[src/rtl/dht_pkg.sv]
package dht_pkg;

  // Structure selection codes
  localparam logic [2:0] CFG_JOINED = 3'h0;
  localparam logic [2:0] CFG_RTC    = 3'h1;
  localparam logic [2:0] CFG_SPLIT  = 3'h4;

  // Mode field codes of either half
  localparam logic [1:0] MODE_ONESHOT  = 2'h1;
  localparam logic [1:0] MODE_PERIODIC = 2'h2;

  // Reset and preset values
  localparam logic [15:0] RST_HALF     = 16'hffff;
  localparam logic [7:0]  RST_PRESCALE = 8'h00;
  localparam logic [2:0]  RST_CFG      = 3'h0;
  localparam logic [31:0] RTC_FIRST    = 32'h0000_0001;
  localparam logic [31:0] CNT_ZERO     = 32'h0000_0000;
  localparam logic [15:0] HALF_ZERO    = 16'h0000;
  localparam logic [15:0] HALF_ONE     = 16'h0001;
  localparam logic [31:0] WORD_ONE     = 32'h0000_0001;

  // Real-time clock source and tick rate
  localparam int unsigned PIN_CLK_HZ  = 32768;
  localparam int unsigned TICK_HZ     = 1;
  localparam int unsigned RTC_DIV_DEF = PIN_CLK_HZ / TICK_HZ;
  localparam int          PRE_W       = 16;

  typedef struct packed {
    logic clock_run_enable;
    logic second_stall_bit;
    logic second_trigger_enable;
    logic second_half_enable;
    logic first_stall_bit;
    logic output_trigger_enable;
    logic first_half_enable;
  } dht_ctl_t;

  localparam dht_ctl_t RST_CTL = '0;

  typedef struct packed {
    logic clock_match;
    logic second_timeout;
    logic first_timeout;
  } dht_irq_t;

  localparam dht_irq_t RST_IRQ = '0;

endpackage

[src/rtl/dht_sync2.sv]
`timescale 1ns/10ps
module dht_sync2 (
  input  wire logic clk_i,
  input  wire logic rst_n_i,
  input  wire logic d_i,
  output logic      q_o
);
  logic meta;

  // First stage feeds only the second stage
  always_ff @(posedge clk_i or negedge rst_n_i) begin
    if (!rst_n_i) begin
      meta <= 1'b0;
      q_o  <= 1'b0;
    end else begin
      meta <= d_i;
      q_o  <= meta;
    end
  end
endmodule

[src/rtl/dht_rtc_prescale.sv]
`timescale 1ns/10ps
module dht_rtc_prescale #(
  parameter int unsigned DIV = dht_pkg::RTC_DIV_DEF
) (
  input  wire logic clk_i,
  input  wire logic rst_n_i,
  input  wire logic pin_sync_i,
  input  wire logic clear_i,
  output logic      tick_o
);
  localparam int           W    = dht_pkg::PRE_W;
  localparam logic [W-1:0] LAST = W'(DIV - 1);
  localparam logic [W-1:0] ONE  = W'(1);
  localparam logic [W-1:0] ZERO = W'(0);

  logic         pin_q;
  logic [W-1:0] cnt;
  logic         rise;

  assign rise = pin_sync_i & ~pin_q;

  always_ff @(posedge clk_i or negedge rst_n_i) begin
    if (!rst_n_i) begin
      pin_q  <= 1'b0;
      cnt    <= ZERO;
      tick_o <= 1'b0;
    end else begin
      pin_q  <= pin_sync_i;
      tick_o <= 1'b0;
      if (clear_i) begin
        cnt <= ZERO;
      end else if (rise) begin
        if (cnt == LAST) begin
          cnt    <= ZERO;
          tick_o <= 1'b1;
        end else begin
          cnt <= cnt + ONE;
        end
      end
    end
  end
endmodule

[src/rtl/dht_timer.sv]
`timescale 1ns/10ps
// Behaviour
// - Two 16-bit counters, run split or joined as one 32-bit timer/clock.
// - Trigger is ORed with other timers outside; enable only one trigger source.
// - Reset: inactive, controls cleared, counters and loads 0xffff, prescales 0x00.
// - Structure code 0 joins one-shot/periodic timer, 1 joins real-time clock.
// - Structure code 0x4 splits into two independent 16-bit halves.
// - Joined codes act only as one 32-bit timer; split halves are independent.
// - Joined load write: low half to first load, high half to second.
// - Count read returns second half in upper, first half in lower halfword.
// - Joined one-shot/periodic choice uses first mode field only.
// - First enable starts joined down-count, one step per clock.
// - At zero the joined counter reloads concatenated load next cycle.
// - One-shot stops and clears enable after reload; periodic keeps counting.
// - Zero sets raw timeout flag, held until its clear bit is written.
// - Unmasked timeout also sets masked flag and raises the interrupt.
// - Trigger pulse at each timeout only while trigger enable is set.
// - Load rewrite while running is taken next clock, counting continues from it.
// - Stall bit freezes a timer counter until it drops; the clock mode counter ignores it.
// - Clock mode counts up; first selection presets the counter to 1.
// - Pin clock of 32.768 kHz divided to a 1 Hz counting tick.
// - Clock counts up, rolls to zero on match, runs until disabled.
// - Match sets raw flag, and if unmasked also masked flag and interrupt; clear bit drops both.
// - With clock run enable set, stall bits are ignored.
module dht_timer #(
  parameter int unsigned RTC_DIV = dht_pkg::RTC_DIV_DEF
) (
  input  wire logic              CORE_CLK_I,
  input  wire logic              RST_N_I,
  input  wire logic              CFG_WR_I,
  input  wire logic [2:0]        CFG_I,
  input  wire logic [1:0]        FIRST_MODE_I,
  input  wire logic [1:0]        SECOND_MODE_I,
  input  wire logic              CTL_WR_I,
  input  wire dht_pkg::dht_ctl_t CTL_I,
  input  wire logic              LOAD_WR_I,
  input  wire logic [31:0]       LOAD_I,
  input  wire logic              SECOND_LOAD_WR_I,
  input  wire logic [15:0]       SECOND_LOAD_I,
  input  wire logic              MATCH_WR_I,
  input  wire logic [31:0]       MATCH_I,
  input  wire logic              PRESCALE_WR_I,
  input  wire logic [15:0]       PRESCALE_I,
  input  wire dht_pkg::dht_irq_t MASK_I,
  input  wire logic              ICR_WR_I,
  input  wire dht_pkg::dht_irq_t ICR_I,
  input  wire logic              CAPTURE_PIN_I,
  output logic [2:0]             CFG_O,
  output dht_pkg::dht_ctl_t      CTL_O,
  output logic [31:0]            LOAD_O,
  output logic [31:0]            COUNT_O,
  output logic [31:0]            MATCH_O,
  output logic [15:0]            PRESCALE_O,
  output dht_pkg::dht_irq_t      RAW_O,
  output dht_pkg::dht_irq_t      MIS_O,
  output logic                   IRQ_O,
  output logic                   TRIG_O
);

  function automatic logic [15:0] step_down(input logic [15:0] v);
    step_down = v - dht_pkg::HALF_ONE;
  endfunction

  logic [2:0]        cfg;
  dht_pkg::dht_ctl_t ctl;
  logic [15:0]       load_lo;
  logic [15:0]       load_hi;
  logic [15:0]       cnt_lo;
  logic [15:0]       cnt_hi;
  logic [31:0]       match;
  logic [7:0]        pre_lo;
  logic [7:0]        pre_hi;
  logic              rtc_seen;
  dht_pkg::dht_irq_t raw;

  logic              joined, rtc, split;
  logic              stall_a, stall_b;
  logic              run32, rtc_run, runa, runb;
  logic              to32, toa, tob, match_evt;
  logic              oneshot_a, oneshot_b, rtc_first;
  logic [31:0]       cnt32;
  logic              pin_s, tick;
  logic [15:0]       next_lo, next_hi;
  dht_pkg::dht_irq_t next_raw;

  assign cfg     = CFG_O;
  assign ctl     = CTL_O;
  assign cnt32   = {cnt_hi, cnt_lo};
  assign COUNT_O = {cnt_hi, cnt_lo};
  assign LOAD_O  = {load_hi, load_lo};
  assign MATCH_O = match;
  assign PRESCALE_O = {pre_hi, pre_lo};
  assign RAW_O   = raw;

  assign joined  = (cfg == dht_pkg::CFG_JOINED);
  assign rtc     = (cfg == dht_pkg::CFG_RTC);
  assign split   = (cfg == dht_pkg::CFG_SPLIT);
  // Stall is meaningless once the wall clock runs
  assign stall_a = ctl.first_stall_bit & ~ctl.clock_run_enable;
  assign stall_b = ctl.second_stall_bit & ~ctl.clock_run_enable;
  assign oneshot_a = (FIRST_MODE_I == dht_pkg::MODE_ONESHOT);
  assign oneshot_b = (SECOND_MODE_I == dht_pkg::MODE_ONESHOT);

  assign run32   = joined & ctl.first_half_enable & ~stall_a;
  assign rtc_run = rtc & ctl.first_half_enable;
  assign runa    = split & ctl.first_half_enable & ~stall_a;
  assign runb    = split & ctl.second_half_enable & ~stall_b;
  assign to32    = run32 & (cnt32 == dht_pkg::CNT_ZERO);
  assign toa     = runa & (cnt_lo == dht_pkg::HALF_ZERO);
  assign tob     = runb & (cnt_hi == dht_pkg::HALF_ZERO);
  assign match_evt = rtc_run & tick & (cnt32 == match);
  assign rtc_first = CFG_WR_I & (CFG_I == dht_pkg::CFG_RTC) & ~rtc_seen;

  dht_sync2 u_pin_sync (
    .clk_i   (CORE_CLK_I),
    .rst_n_i (RST_N_I),
    .d_i     (CAPTURE_PIN_I),
    .q_o     (pin_s)
  );

  dht_rtc_prescale #(.DIV(RTC_DIV)) u_prescale (
    .clk_i      (CORE_CLK_I),
    .rst_n_i    (RST_N_I),
    .pin_sync_i (pin_s),
    .clear_i    (~rtc_run),
    .tick_o     (tick)
  );

  always_ff @(posedge CORE_CLK_I or negedge RST_N_I) begin
    if (!RST_N_I) begin
      CFG_O    <= dht_pkg::RST_CFG;
      rtc_seen <= 1'b0;
    end else if (CFG_WR_I) begin
      CFG_O <= CFG_I;
      if (CFG_I == dht_pkg::CFG_RTC) begin
        rtc_seen <= 1'b1;
      end
    end
  end

  // Software write lands after the hardware clear, so a same-cycle rewrite wins
  always_ff @(posedge CORE_CLK_I or negedge RST_N_I) begin
    if (!RST_N_I) begin
      CTL_O <= dht_pkg::RST_CTL;
    end else if (CTL_WR_I) begin
      CTL_O <= CTL_I;
    end else begin
      if ((to32 || toa) && oneshot_a) begin
        CTL_O.first_half_enable <= 1'b0;
      end
      if (tob && oneshot_b) begin
        CTL_O.second_half_enable <= 1'b0;
      end
    end
  end

  always_ff @(posedge CORE_CLK_I or negedge RST_N_I) begin
    if (!RST_N_I) begin
      load_lo <= dht_pkg::RST_HALF;
      load_hi <= dht_pkg::RST_HALF;
    end else begin
      if (LOAD_WR_I) begin
        load_lo <= LOAD_I[15:0];
      end
      if (LOAD_WR_I && !split) begin
        load_hi <= LOAD_I[31:16];
      end else if (SECOND_LOAD_WR_I) begin
        load_hi <= SECOND_LOAD_I;
      end
    end
  end

  always_ff @(posedge CORE_CLK_I or negedge RST_N_I) begin
    if (!RST_N_I) begin
      match <= dht_pkg::CNT_ZERO;
    end else if (MATCH_WR_I) begin
      match <= MATCH_I;
    end
  end

  always_ff @(posedge CORE_CLK_I or negedge RST_N_I) begin
    if (!RST_N_I) begin
      pre_lo <= dht_pkg::RST_PRESCALE;
      pre_hi <= dht_pkg::RST_PRESCALE;
    end else if (PRESCALE_WR_I) begin
      pre_lo <= PRESCALE_I[7:0];
      pre_hi <= PRESCALE_I[15:8];
    end
  end

  // Counter next value; a load write beats the reload and the step
  always_comb begin
    next_lo = cnt_lo;
    next_hi = cnt_hi;
    if (rtc_first) begin
      {next_hi, next_lo} = dht_pkg::RTC_FIRST;
    end else if (split) begin
      if (LOAD_WR_I) begin
        next_lo = LOAD_I[15:0];
      end else if (toa) begin
        next_lo = load_lo;
      end else if (runa) begin
        next_lo = step_down(cnt_lo);
      end
      if (SECOND_LOAD_WR_I) begin
        next_hi = SECOND_LOAD_I;
      end else if (tob) begin
        next_hi = load_hi;
      end else if (runb) begin
        next_hi = step_down(cnt_hi);
      end
    end else if (LOAD_WR_I && joined) begin
      {next_hi, next_lo} = LOAD_I;
    end else if (to32) begin
      {next_hi, next_lo} = {load_hi, load_lo};
    end else if (run32) begin
      {next_hi, next_lo} = cnt32 - dht_pkg::WORD_ONE;
    end else if (rtc_run && tick) begin
      if (match_evt) begin
        {next_hi, next_lo} = dht_pkg::CNT_ZERO;
      end else begin
        {next_hi, next_lo} = cnt32 + dht_pkg::WORD_ONE;
      end
    end
  end

  always_ff @(posedge CORE_CLK_I or negedge RST_N_I) begin
    if (!RST_N_I) begin
      cnt_lo <= dht_pkg::RST_HALF;
      cnt_hi <= dht_pkg::RST_HALF;
    end else begin
      cnt_lo <= next_lo;
      cnt_hi <= next_hi;
    end
  end

  // An event in the clearing cycle survives the clear
  always_comb begin
    next_raw = raw;
    if (ICR_WR_I) begin
      next_raw = raw & ~ICR_I;
    end
    next_raw.first_timeout  = next_raw.first_timeout | to32 | toa;
    next_raw.second_timeout = next_raw.second_timeout | tob;
    next_raw.clock_match    = next_raw.clock_match | match_evt;
  end

  always_ff @(posedge CORE_CLK_I or negedge RST_N_I) begin
    if (!RST_N_I) begin
      raw   <= dht_pkg::RST_IRQ;
      MIS_O <= dht_pkg::RST_IRQ;
      IRQ_O <= 1'b0;
    end else begin
      raw   <= next_raw;
      MIS_O <= next_raw & MASK_I;
      IRQ_O <= |(next_raw & MASK_I);
    end
  end

  // Combining with other timers' triggers happens outside this block
  always_ff @(posedge CORE_CLK_I or negedge RST_N_I) begin
    if (!RST_N_I) begin
      TRIG_O <= 1'b0;
    end else begin
      TRIG_O <= ((to32 | toa) & ctl.output_trigger_enable)
              | (tob & ctl.second_trigger_enable);
    end
  end
endmodule

[config.mk]
export PLATFORM = sky130hd
export DESIGN_NAME = dht_timer
export DESIGN_NICKNAME = d
export VERILOG_FILES = /design/src/rtl/dht_pkg.sv /design/src/rtl/dht_sync2.sv /design/src/rtl/dht_rtc_prescale.sv /design/src/rtl/dht_timer.sv
export SDC_FILE = /design/constraint.sdc
export NUM_CORES = 1
export LEC_CHECK = 0
export BUFFER_PORTS_ARGS = -buffer_cell sky130_fd_sc_hd__buf_2
export CORE_UTILIZATION = 54
export DETAILED_ROUTE_END_ITERATION = 6
export PLACE_DENSITY = 0.92
export SYNTH_ARGS = -nofsm -noshare
export SYNTH_HDL_FRONTEND = slang
export SYNTH_HIERARCHICAL = 1
export SYNTH_SLANG_ARGS = --single-unit
[constraint.sdc]
create_clock -name CORE_CLK_I -period 4.3 [get_ports CORE_CLK_I]
set_input_delay 0.215 -clock CORE_CLK_I [delete_from_list [all_inputs] [get_ports CORE_CLK_I]]
set_output_delay 0.215 -clock CORE_CLK_I [all_outputs]
set_load 0.01 [all_outputs]
# Yosys cells after proc, flatten, opt, wreduce, memory -nomap -nowiden
# Cells that the tools add are included.
totals:
  mem_bits_rw: 0
  elab_cells: 129
  out_inout_bits: 130
  inputBits: 126
  n_memories: 0
  mem_bits_ro: 0
  latch_bits: 0
  regBits: 151
op_classes:
  eq_ne: 10
  order_cmp: 0
  shift: 0
  n_div: 0
  mux: 33
  bitwise: 33
  mul: 0
  reduce_logical: 19
  add_sub_neg: 5
op_table:
  columns: ["op", "n"]
  rows:
  - ["two-way mux 16 bit", 25]
  - ["adder 32 x 1 -> 32 bit, second input constant", 1]
  - ["== test 32 bit", 1]
  - ["zero test 16 bit", 2]
  - ["zero test 32 bit", 1]
  - ["subtractor 16 x 1 -> 16 bit, second input constant", 2]
  - ["subtractor 32 x 1 -> 32 bit, second input constant", 1]
  - ["bitwise AND 1 bit", 19]
  - ["adder 16 x 1 -> 16 bit, second input constant", 1]
  - ["== test 16 x 15 -> 1 bit, second input constant", 1]
  - ["inequality test 5 x 2 -> 1 bit, second input constant", 2]
  - ["two-way mux 1 bit", 7]
  - ["bitwise AND 3 bit", 2]
  - ["== test 3 x 1 -> 1 bit, second input constant", 2]
  - ["OR 1 bit", 6]
  - ["AND reduction 2 bit", 3]
  - ["nonzero test 2 bit", 3]
  - ["nonzero test 6 bit", 1]
  - ["logical AND 1 bit", 5]
  - ["inverter 1 bit", 5]
  - ["== test 2 x 1 -> 1 bit, second input constant", 2]
  - ["== test 3 bit, second input constant", 1]
  - ["zero test 3 bit", 1]
  - ["two-way mux 3 bit", 1]
  - ["5 further kinds", 5]

# Longest topological paths before layout
# Gate-level depths: netlist of the first run.
logic_depth:
  ltp_word: 11
  ltp_mapped: 13
  mapped_depth_nobuf: 10

# Modules after synthesis
# Netlist of the first run, hierarchy kept.
modules_own_cells:
  columns: ["module", "seq_area_each_um2", "instances", "cells_each", "area_each_um2"]
  rows:
  - ["dht_timer", 3358.2, 1, 1004, 8824.7]
  - ["dht_rtc_prescale", 450.4, 1, 112, 1057.3]
  - ["dht_sync2", 50.0, 1, 2, 50.0]

# Worst setup path after synthesis of the first run
# Ideal clock, no wire load.
synth_timing:
  path_kind: "flip-flop to flip-flop"
  start: "register cnt_lo[0]"
  end: "register cnt_hi[3]"
  n_path_buf: 2
  arrival_time_ps: 3069
  path_stages_with_launch: 13
  period_less_slack_ps: 3156
  required_ps: 4212
  setup_ps: 88
  path_slack_ps: 1144
  cell_sequence: "dfstp_2 -> clkbuf_1 -> inv_1 -> ha_1 -> or4b_2 -> nor3_2 -> nand4_1 -> nor3_2 -> nand2b_1 -> buf_2 -> o21ai_0 -> o2111ai_1 -> o21ai_1"
synth_via:
  elab_chain_len: 9
  word_cells_on_any_way: 15
  classes_between: "2 x add/sub; 1 x eq/ne; 7 x mux; 2 x bitwise; 3 x reduce/logical"
synth_lines:
  columns: ["item", "line_no", "source"]
  rows:
  - ["start, declared", "dht_timer.sv:68", "logic [15:0] cnt_lo;"]
  - ["start signal, assigned", "dht_timer.sv:229", "cnt_lo <= dht_pkg::RST_HALF;"]
  - ["start signal, assigned", "dht_timer.sv:232", "cnt_lo <= next_lo;"]
  - ["branches (longest 9 deep; another with adder 32 x 1 -> 32 bit)", null, null]
  - ["end signal, assigned", "dht_timer.sv:230", "cnt_hi <= dht_pkg::RST_HALF;"]
  - ["end signal, assigned", "dht_timer.sv:233", "cnt_hi <= next_hi;"]
  - ["end, declared", "dht_timer.sv:69", "logic [15:0] cnt_hi;"]
# Several ways; the timed one is not identified. The select of a mux whose other input is x is not followed.
# A chain may end at the register's enable or synchronous reset.

# Worst setup path after layout of the first run
layout_timing:
  start: "register cnt_hi[0]"
  end: "register cnt_hi[7]"
layout_via:
  elab_chain_len: 9
  word_cells_on_any_way: 22
  classes_between: "3 x add/sub; 2 x eq/ne; 10 x mux; 3 x bitwise; 4 x reduce/logical"
layout_lines:
  columns: ["item"]
  rows:
  - ["branches (longest 9 deep; another with adder 32 x 1 -> 32 bit)"]
# Several ways; the timed one is not identified. The select of a mux whose other input is x is not followed.

==> impl_metrics.json, run 1 <==
{
  "cts_resized": 0,
  "ant_nets": 0,
  "violations": "DRC",
  "clock_tree.root_cell": "clkbuf_16",
  "num-nets-final": 1459,
  "endpoint_kind": "flip-flop",
  "synth_edf_count": 0,
  "crit_required_ps": 4660,
  "synth_top_family_by_area": "compound AO/OA/AOI/OAI gates",
  "crit_start": "cnt_hi[0]$_DFFE_PN1P_",
  "syn-cell-area_mm2": 0.00993,
  "setup_tns_ps": 0,
  "ys_seq_area_share_pct": 38.9,
  "tritoncts": "yes",
  "path_cells": "inv_1 -> ha_1 -> or4b_1 -> or2_1 -> nor4_4 -> nor2_1 -> o31a_1 -> nor3_1 -> a31oi_1 -> o21ai_1",
  "critPathLaunchType": "flip-flop",
  "detail_route.wl_per_cell_um": 21.6,
  "r2r-start": "cnt_hi[0]$_DFFE_PN1P_",
  "synth_warnings": 6,
  "synthMuxAreaShare_pct": 8.38,
  "maxSlewHeadroom_pct": 20.3,
  "rows": 49,
  "dr.first_iter.drc_count": 1504,
  "areaGrowthSynthToFinish_pct": 20.1,
  "cp_slowest_stage_delay_ps": 620,
  "clk_pin_slew_worst_paths_ps": 70,
  "arrival_ps": 3850,
  "syn_inst": 1118,
  "num_vias": 10300,
  "postCtsSetupBuffers": 0,
  "antenna_found_initial": 0,
  "grt_pass1_vias": 9697,
  "pre_cts_ws_ps": 922,
  "power_density_mw_per_mm2": 475,
  "clockBufferDepth": 2,
  "synth.area.top_cells": "dfrtp_1, dfstp_2, mux2_2, xnor2_1, nand2_1",
  "cpLargestDelayFamily": "simple AND/OR/NAND/NOR gates",
  "period_share_pct": 81.3,
  "hold_start": "LOAD_I[18]",
  "ir_drop_mv": 0.307,
  "ios": 256,
  "die_y_um": 138,
  "track_usage_pct": 36.4,
  "critical_path_class": "flip-flop to flip-flop",
  "worst_pin_slew_ps": 1200,
  "die_w_um": 138,
  "clock_latency_ps": 430,
  "finalWirelength_mm": 33.8,
  "ys.flop_type": "dfrtp_1",
  "synthAdderAreaFrac_pct": 0.630,
  "fillers": 1488,
  "ys_seq_elements": 151,
  "synth.top_cell.area_share_pct": 21.9,
  "synth_area_per_cell_um2": 8.88,
  "synth-compound-area-share_pct": 20.6,
  "avgViaCountPerCell": 6.59,
  "synth_fp_nets": 1249,
  "setup_viol": 0,
  "crit_path_top_delay_cell": "nor4_4",
  "grt_max_degree": 113,
  "path_max_fanout": 13,
  "status": "complete, but fails checks",
  "io_buffers": 255,
  "dr.pass1.iters": 7,
  "cts_buffers": 17,
  "cp_num_buf_inv": 1,
  "rsz0062_at_grt": "false",
  "fin_worst_skew_ps": 10.4,
  "grt_first_pass_wirelength_mm": 52.4,
  "drc": 3,
  "routabilityCongestion": 1.04,
  "total_leakage_power_nw": 5.12,
  "cap_violations": 0,
  "hp-class": "input port to flip-flop",
  "h-tree-depth": 4,
  "gr-total-overflow": 0,
  "yosysMostFrequentCell": "nand2_1",
  "dieArea_mm2": 0.0189,
  "synth-xor-area-share_pct": 6.17,
  "synthTopCellsByCount": "nand2_1, dfrtp_1, nor2_1",
  "drive_above_1_share_pct": 34.3,
  "min_period_ps": 3490,
  "async_flop_share_pct": 100,
  "diodes": 0,
  "numClockSinks": 151,
  "yosysTopAreaCell": "dfrtp_1",
  "max_clock_freq_mhz": 286,
  "hpwl_mm": 24.5,
  "finalMaxSlewViolations": 0,
  "fin_ws_ps": 805,
  "r2r_setup_slack_ps": 810,
  "core_area_mm2": 0.0180,
  "hold_violations": 0,
  "yosysUniqueCellTypes": 86,
  "initial_core_util_pct": 55.1,
  "yosys.area_share.simple_pct": 19.9
}
==> per-stage QoR <==
stage / area [um^2] / hold slack [ps] / utilization, % / total power [mW] / instances
floorplan: 9930 / -80.6 / - / 3.30 / 1118
global placement: 11300 / 325 / 62.5 / 3.98 / 1533
detailed placement: 11300 / 324 / 62.5 / 4.02 / 1533
CTS: 11900 / 2.11 / 66.2 / 5.62 / 1570
global route: 11900 / 10.3 / 66.2 / 5.92 / 1570
finish: 11900 / 12.5 / 66.2 / 5.67 / 1570
==> worst reg2reg max path: stages, from the launching register on <==
cell	delay, ps
dfstp_2	430
inv_1	130
ha_1	210
or4b_1	550
or2_1	480
nor4_4	620
nor2_1	110
o31a_1	290
nor3_1	290
a31oi_1	150
o21ai_1	160
==> layout by cell type, fill, tap and decap left out, drive strengths merged, types with 9 or more instances in the layout <==
cell type	synthesis	routed
a211oi	10	10
a21o	13	13
a21oi	66	66
a31oi	30	30
and2	9	9
and3	9	9
buf	20	277
clkbuf	71	18
dfrtp	87	87
dfstp	64	64
inv	37	44
mux2	57	57
mux2i	19	19
nand2	103	103
nand2b	9	9
nand3	28	28
nand4	30	30
nor2	81	81
nor3	22	22
nor4	18	18
o211ai	16	16
o21ai	85	85
o22ai	14	14
o31ai	16	16
or3	13	13
or4	14	14
xnor2	51	51
xor2	19	19
==> registers in the layout, summed over array words and instances (netlist names), 7 cells and up <==
signal,flops
CTL_O,7
MATCH_O,32
cnt_hi,16
cnt_lo,16
load_hi,16
load_lo,16
pre_hi,8
pre_lo,8
u_prescale/cnt,16
==> repair_timing <==
action	in CTS	in global routing
hold buffers	5	0
setup endpoints to repair	0	0
endpoints found under the hold margin	63	0
==> power breakdown <==
part / internal (mW) / switching (mW) / leakage, nW / total, mW
Clock: 0.900 / 0.699 / 0.305 / 1.60
Sequential: 1.75 / 0.561 / 1.74 / 2.31
Combinational: 0.788 / 0.979 / 3.07 / 1.77
==> metal layers <==
layer | vias to the layer above | track usage, % | wire, um
li1 | 4540 | - | -
met1 | 4859 | 47.1 | 12700
met2 | 811 | 56.8 | 15600
met3 | 136 | 10.2 | 4190
met4 | 0 | 15.4 | 1390
met5 | - | 0 | 0
==> layout make-up <==
cell class                      count  area, um^2  area share [%]
Multi-Input combinational cell    839        5530            46.4
Sequential cell                   151        3860            32.3
Timing Repair Buffer              282        1500            12.6
Clock buffer                       18         439            3.68
Tap cell                          229         287            2.40
Clock inverter                     14         180            1.51
Inverter                           37         139            1.16
==> final timing paths <==
path / end / cells past startpoint
hold reg to reg: u_pin_sync/q_o$_DFF_PN0_ / 0
hold / removal: load_hi[2]$_DFFE_PN1P_ / 3
min in group asynchronous: MATCH_O[27]$_DFFE_PN0P_ / 2
max in group asynchronous: load_lo[8]$_DFFE_PN1P_ / 3
setup reg to reg: cnt_hi[7]$_DFFE_PN1P_ / 10
setup / recovery: cnt_hi[7]$_DFFE_PN1P_ / 10
==> logic make-up after synthesis <==
group / count (synthesis)
and+or+nand+nor: 372
AOI/OAI and AO/OA: 316
DFF: 151
buffers and inverters: 128
muxes: 76
xor gates and xnor gates: 70
adders and majority gates: 5
No activity file was read; power rests on OpenSTA's default activity.
==> inputs of run 2 (changes only) <==
--- a/config.mk
+++ b/config.mk
@@ -6,9 +6,9 @@
 export NUM_CORES = 1
 export LEC_CHECK = 0
 export BUFFER_PORTS_ARGS = -buffer_cell sky130_fd_sc_hd__buf_2
-export CORE_UTILIZATION = 54
+export CORE_UTILIZATION = 49
 export DETAILED_ROUTE_END_ITERATION = 6
-export PLACE_DENSITY = 0.92
+export PLACE_DENSITY = 0.89
 export SYNTH_ARGS = -nofsm -noshare
 export SYNTH_HDL_FRONTEND = slang
 export SYNTH_HIERARCHICAL = 1
==> constraint.sdc (replaced) <==
create_clock -name CORE_CLK_I -period 3.2 [get_ports CORE_CLK_I]
set_input_delay 0.16 -clock CORE_CLK_I [delete_from_list [all_inputs] [get_ports CORE_CLK_I]]
set_output_delay 0.16 -clock CORE_CLK_I [all_outputs]
set_load 0.01 [all_outputs]
==> impl_metrics.json, run 2 (synthesized netlist as in run 1, its figures left out) <==
{
  "largest_reg_flops": 32,
  "hold_start": "LOAD_I[9]",
  "cap_violations": 0,
  "maxSlewHeadroom_pct": 47.6,
  "setup_tns_ps": 0,
  "cp_num_buf_inv": 1,
  "fillers": 1599,
  "worst_pin_slew_ps": 786,
  "initial_core_util_pct": 50.5,
  "num_vias": 11000,
  "areaGrowthSynthToFinish_pct": 33.7,
  "grt_pass1_vias": 10400,
  "finalMaxSlewViolations": 0,
  "postCtsSetupBuffers": 0,
  "tritoncts": "yes",
  "r2r_setup_slack_ps": 90,
  "worstHoldEndpoint": "load_lo[9]$_DFFE_PN1P_",
  "hp-class": "input port to flip-flop",
  "min_period_ps": 3110,
  "rows": 51,
  "clockBufferDepth": 2,
  "multi_input_area_mm2": 0.00555,
  "period_share_pct": 97.2,
  "cts_buffers": 17,
  "setup_viol": 0,
  "die_w_um": 144,
  "drc": 0,
  "detail_route.wl_per_cell_um": 22.1,
  "endpoint_kind": "flip-flop",
  "avgViaCountPerCell": 6.27,
  "dr.first_iter.drc_count": 1277,
  "crit_required_ps": 3560,
  "dieArea_mm2": 0.0208,
  "r2r-start": "cnt_hi[10]$_DFFE_PN1P_",
  "max_clock_freq_mhz": 321,
  "rsz0062_at_grt": "false",
  "routabilityCongestion": 1.04,
  "arrival_ps": 3470,
  "num-nets-final": 1600,
  "antenna_found_initial": 0,
  "status": "completed",
  "ios": 256,
  "h-tree-depth": 4,
  "hold_violations": 0,
  "final-seq-area_mm2": 0.00386,
  "fin_hold_ws_ps": 12.8,
  "drive_above_1_share_pct": 35.4,
  "grt_first_pass_wirelength_mm": 58.6,
  "ant_nets": 0,
  "finalWirelength_mm": 38.7,
  "hold_depth": 3,
  "gr-total-overflow": 0,
  "hpwl_mm": 27.0,
  "track_usage_pct": 37.5,
  "grt_max_degree": 65,
  "total_power_mw": 7.95,
  "ir_drop_mv": 0.441,
  "core_area_mm2": 0.0197,
  "diodes": 0,
  "crit_path_top_delay_cell": "or4_4",
  "clock_tree.root_cell": "clkbuf_16",
  "cpLargestDelayFamily": "simple AND/OR/NAND/NOR gates",
  "total_leakage_power_nw": 5.76,
  "dr.pass1.iters": 6,
  "cp_slowest_stage_delay_ps": 570,
  "critical_path_depth": 9,
  "path_max_fanout": 6,
  "layout_commonest_cell": "buf_2",
  "r2r-end": "cnt_lo[7]$_DFFE_PN1P_",
  "power_density_mw_per_mm2": 599,
  "critical_path_class": "flip-flop to flip-flop",
  "r2r_cells": 9,
  "die_y_um": 144,
  "numClockSinks": 151,
  "clk_pin_slew_worst_paths_ps": 70,
  "critPathLaunchType": "flip-flop",
  "most-common-layout-cells": "buf_2, nand2_1, dfrtp_1",
  "clock_latency_ps": 430,
  "fin_worst_skew_ps": 14.4,
  "path_cells": "or4_4 -> or4_1 -> buf_4 -> or4_4 -> nand3_1 -> a31oi_1 -> a31oi_1 -> o32ai_1 -> a32o_1",
  "io_buffers": 255
}
## run 2: what timing repair did
action,in CTS,in global routing
hold endpoints to repair,140,0
endpoints found under the setup margin,0,4
hold buffers,85,0
resized for setup,0,3
## run 2: report_power, final
part / total (mW) / switching, mW / internal, mW / leakage, nW
registers: 2.85 / 0.514 / 2.34 / 1.74
logic: 3.01 / 1.70 / 1.31 / 3.72
clock network: 2.09 / 0.955 / 1.13 / 0.297
total: 7.95 / 3.17 / 4.78 / 5.76
## run 2: worst max-delay path by stage
stage	startpoint	endpoint	slack [ps]
3_5_place_dp	cnt_lo[7]$_DFFE_PN1P_	cnt_lo[2]$_DFFE_PN1P_	120
3_3_place_gp	cnt_hi[10]$_DFFE_PN1P_	cnt_lo[7]$_DFFE_PN1P_	150
5_1_grt	cnt_hi[10]$_DFFE_PN1P_	cnt_hi[5]$_DFFE_PN1P_	3
6_report	cnt_hi[10]$_DFFE_PN1P_	cnt_lo[7]$_DFFE_PN1P_	90
4_1_cts	cnt_lo[7]$_DFFE_PN1P_	cnt_lo[2]$_DFFE_PN1P_	90
2_1_floorplan	cnt_lo[0]$_DFFE_PN1P_	cnt_hi[3]$_DFFE_PN1P_	40
## run 2: area by class of cell
| cell class | instances | share of cell area (%) |
|---|---|---|
| multi-input cells | 839 | 41.8 |
| repair buffers | 423 | 21.0 |
| inverters | 37 | 1.05 |
| clock inverters | 14 | 1.23 |
| well taps | 265 | 2.50 |
| flip-flops and latches | 151 | 29.1 |
| clock buffers | 18 | 3.31 |
## run 2: through the flow
step	utilization, %	area [um^2]	std cells	setup slack [ps]
floorplan	-	9930	1118	43.8
finish	67.5	13300	1747	89.3
global placement	60.1	11800	1630	154
detailed placement	60.1	11800	1630	121
global route	67.5	13300	1747	3.47
CTS	67.5	13300	1747	93.6
## run 2: worst min-delay path: stages
cell	delay, ps
buf_2	100
nand2_1	60
o21ai_0	80
## run 2: layer usage
metal / up-vias / track usage [%] / routed length [um]
met4: 0 / 15.2 / 1640
met3: 150 / 9.01 / 4380
met2: 830 / 59.0 / 17700
met5: - / 0 / 0
met1: 5166 / 49.5 / 15000
li1: 4810 / - / -
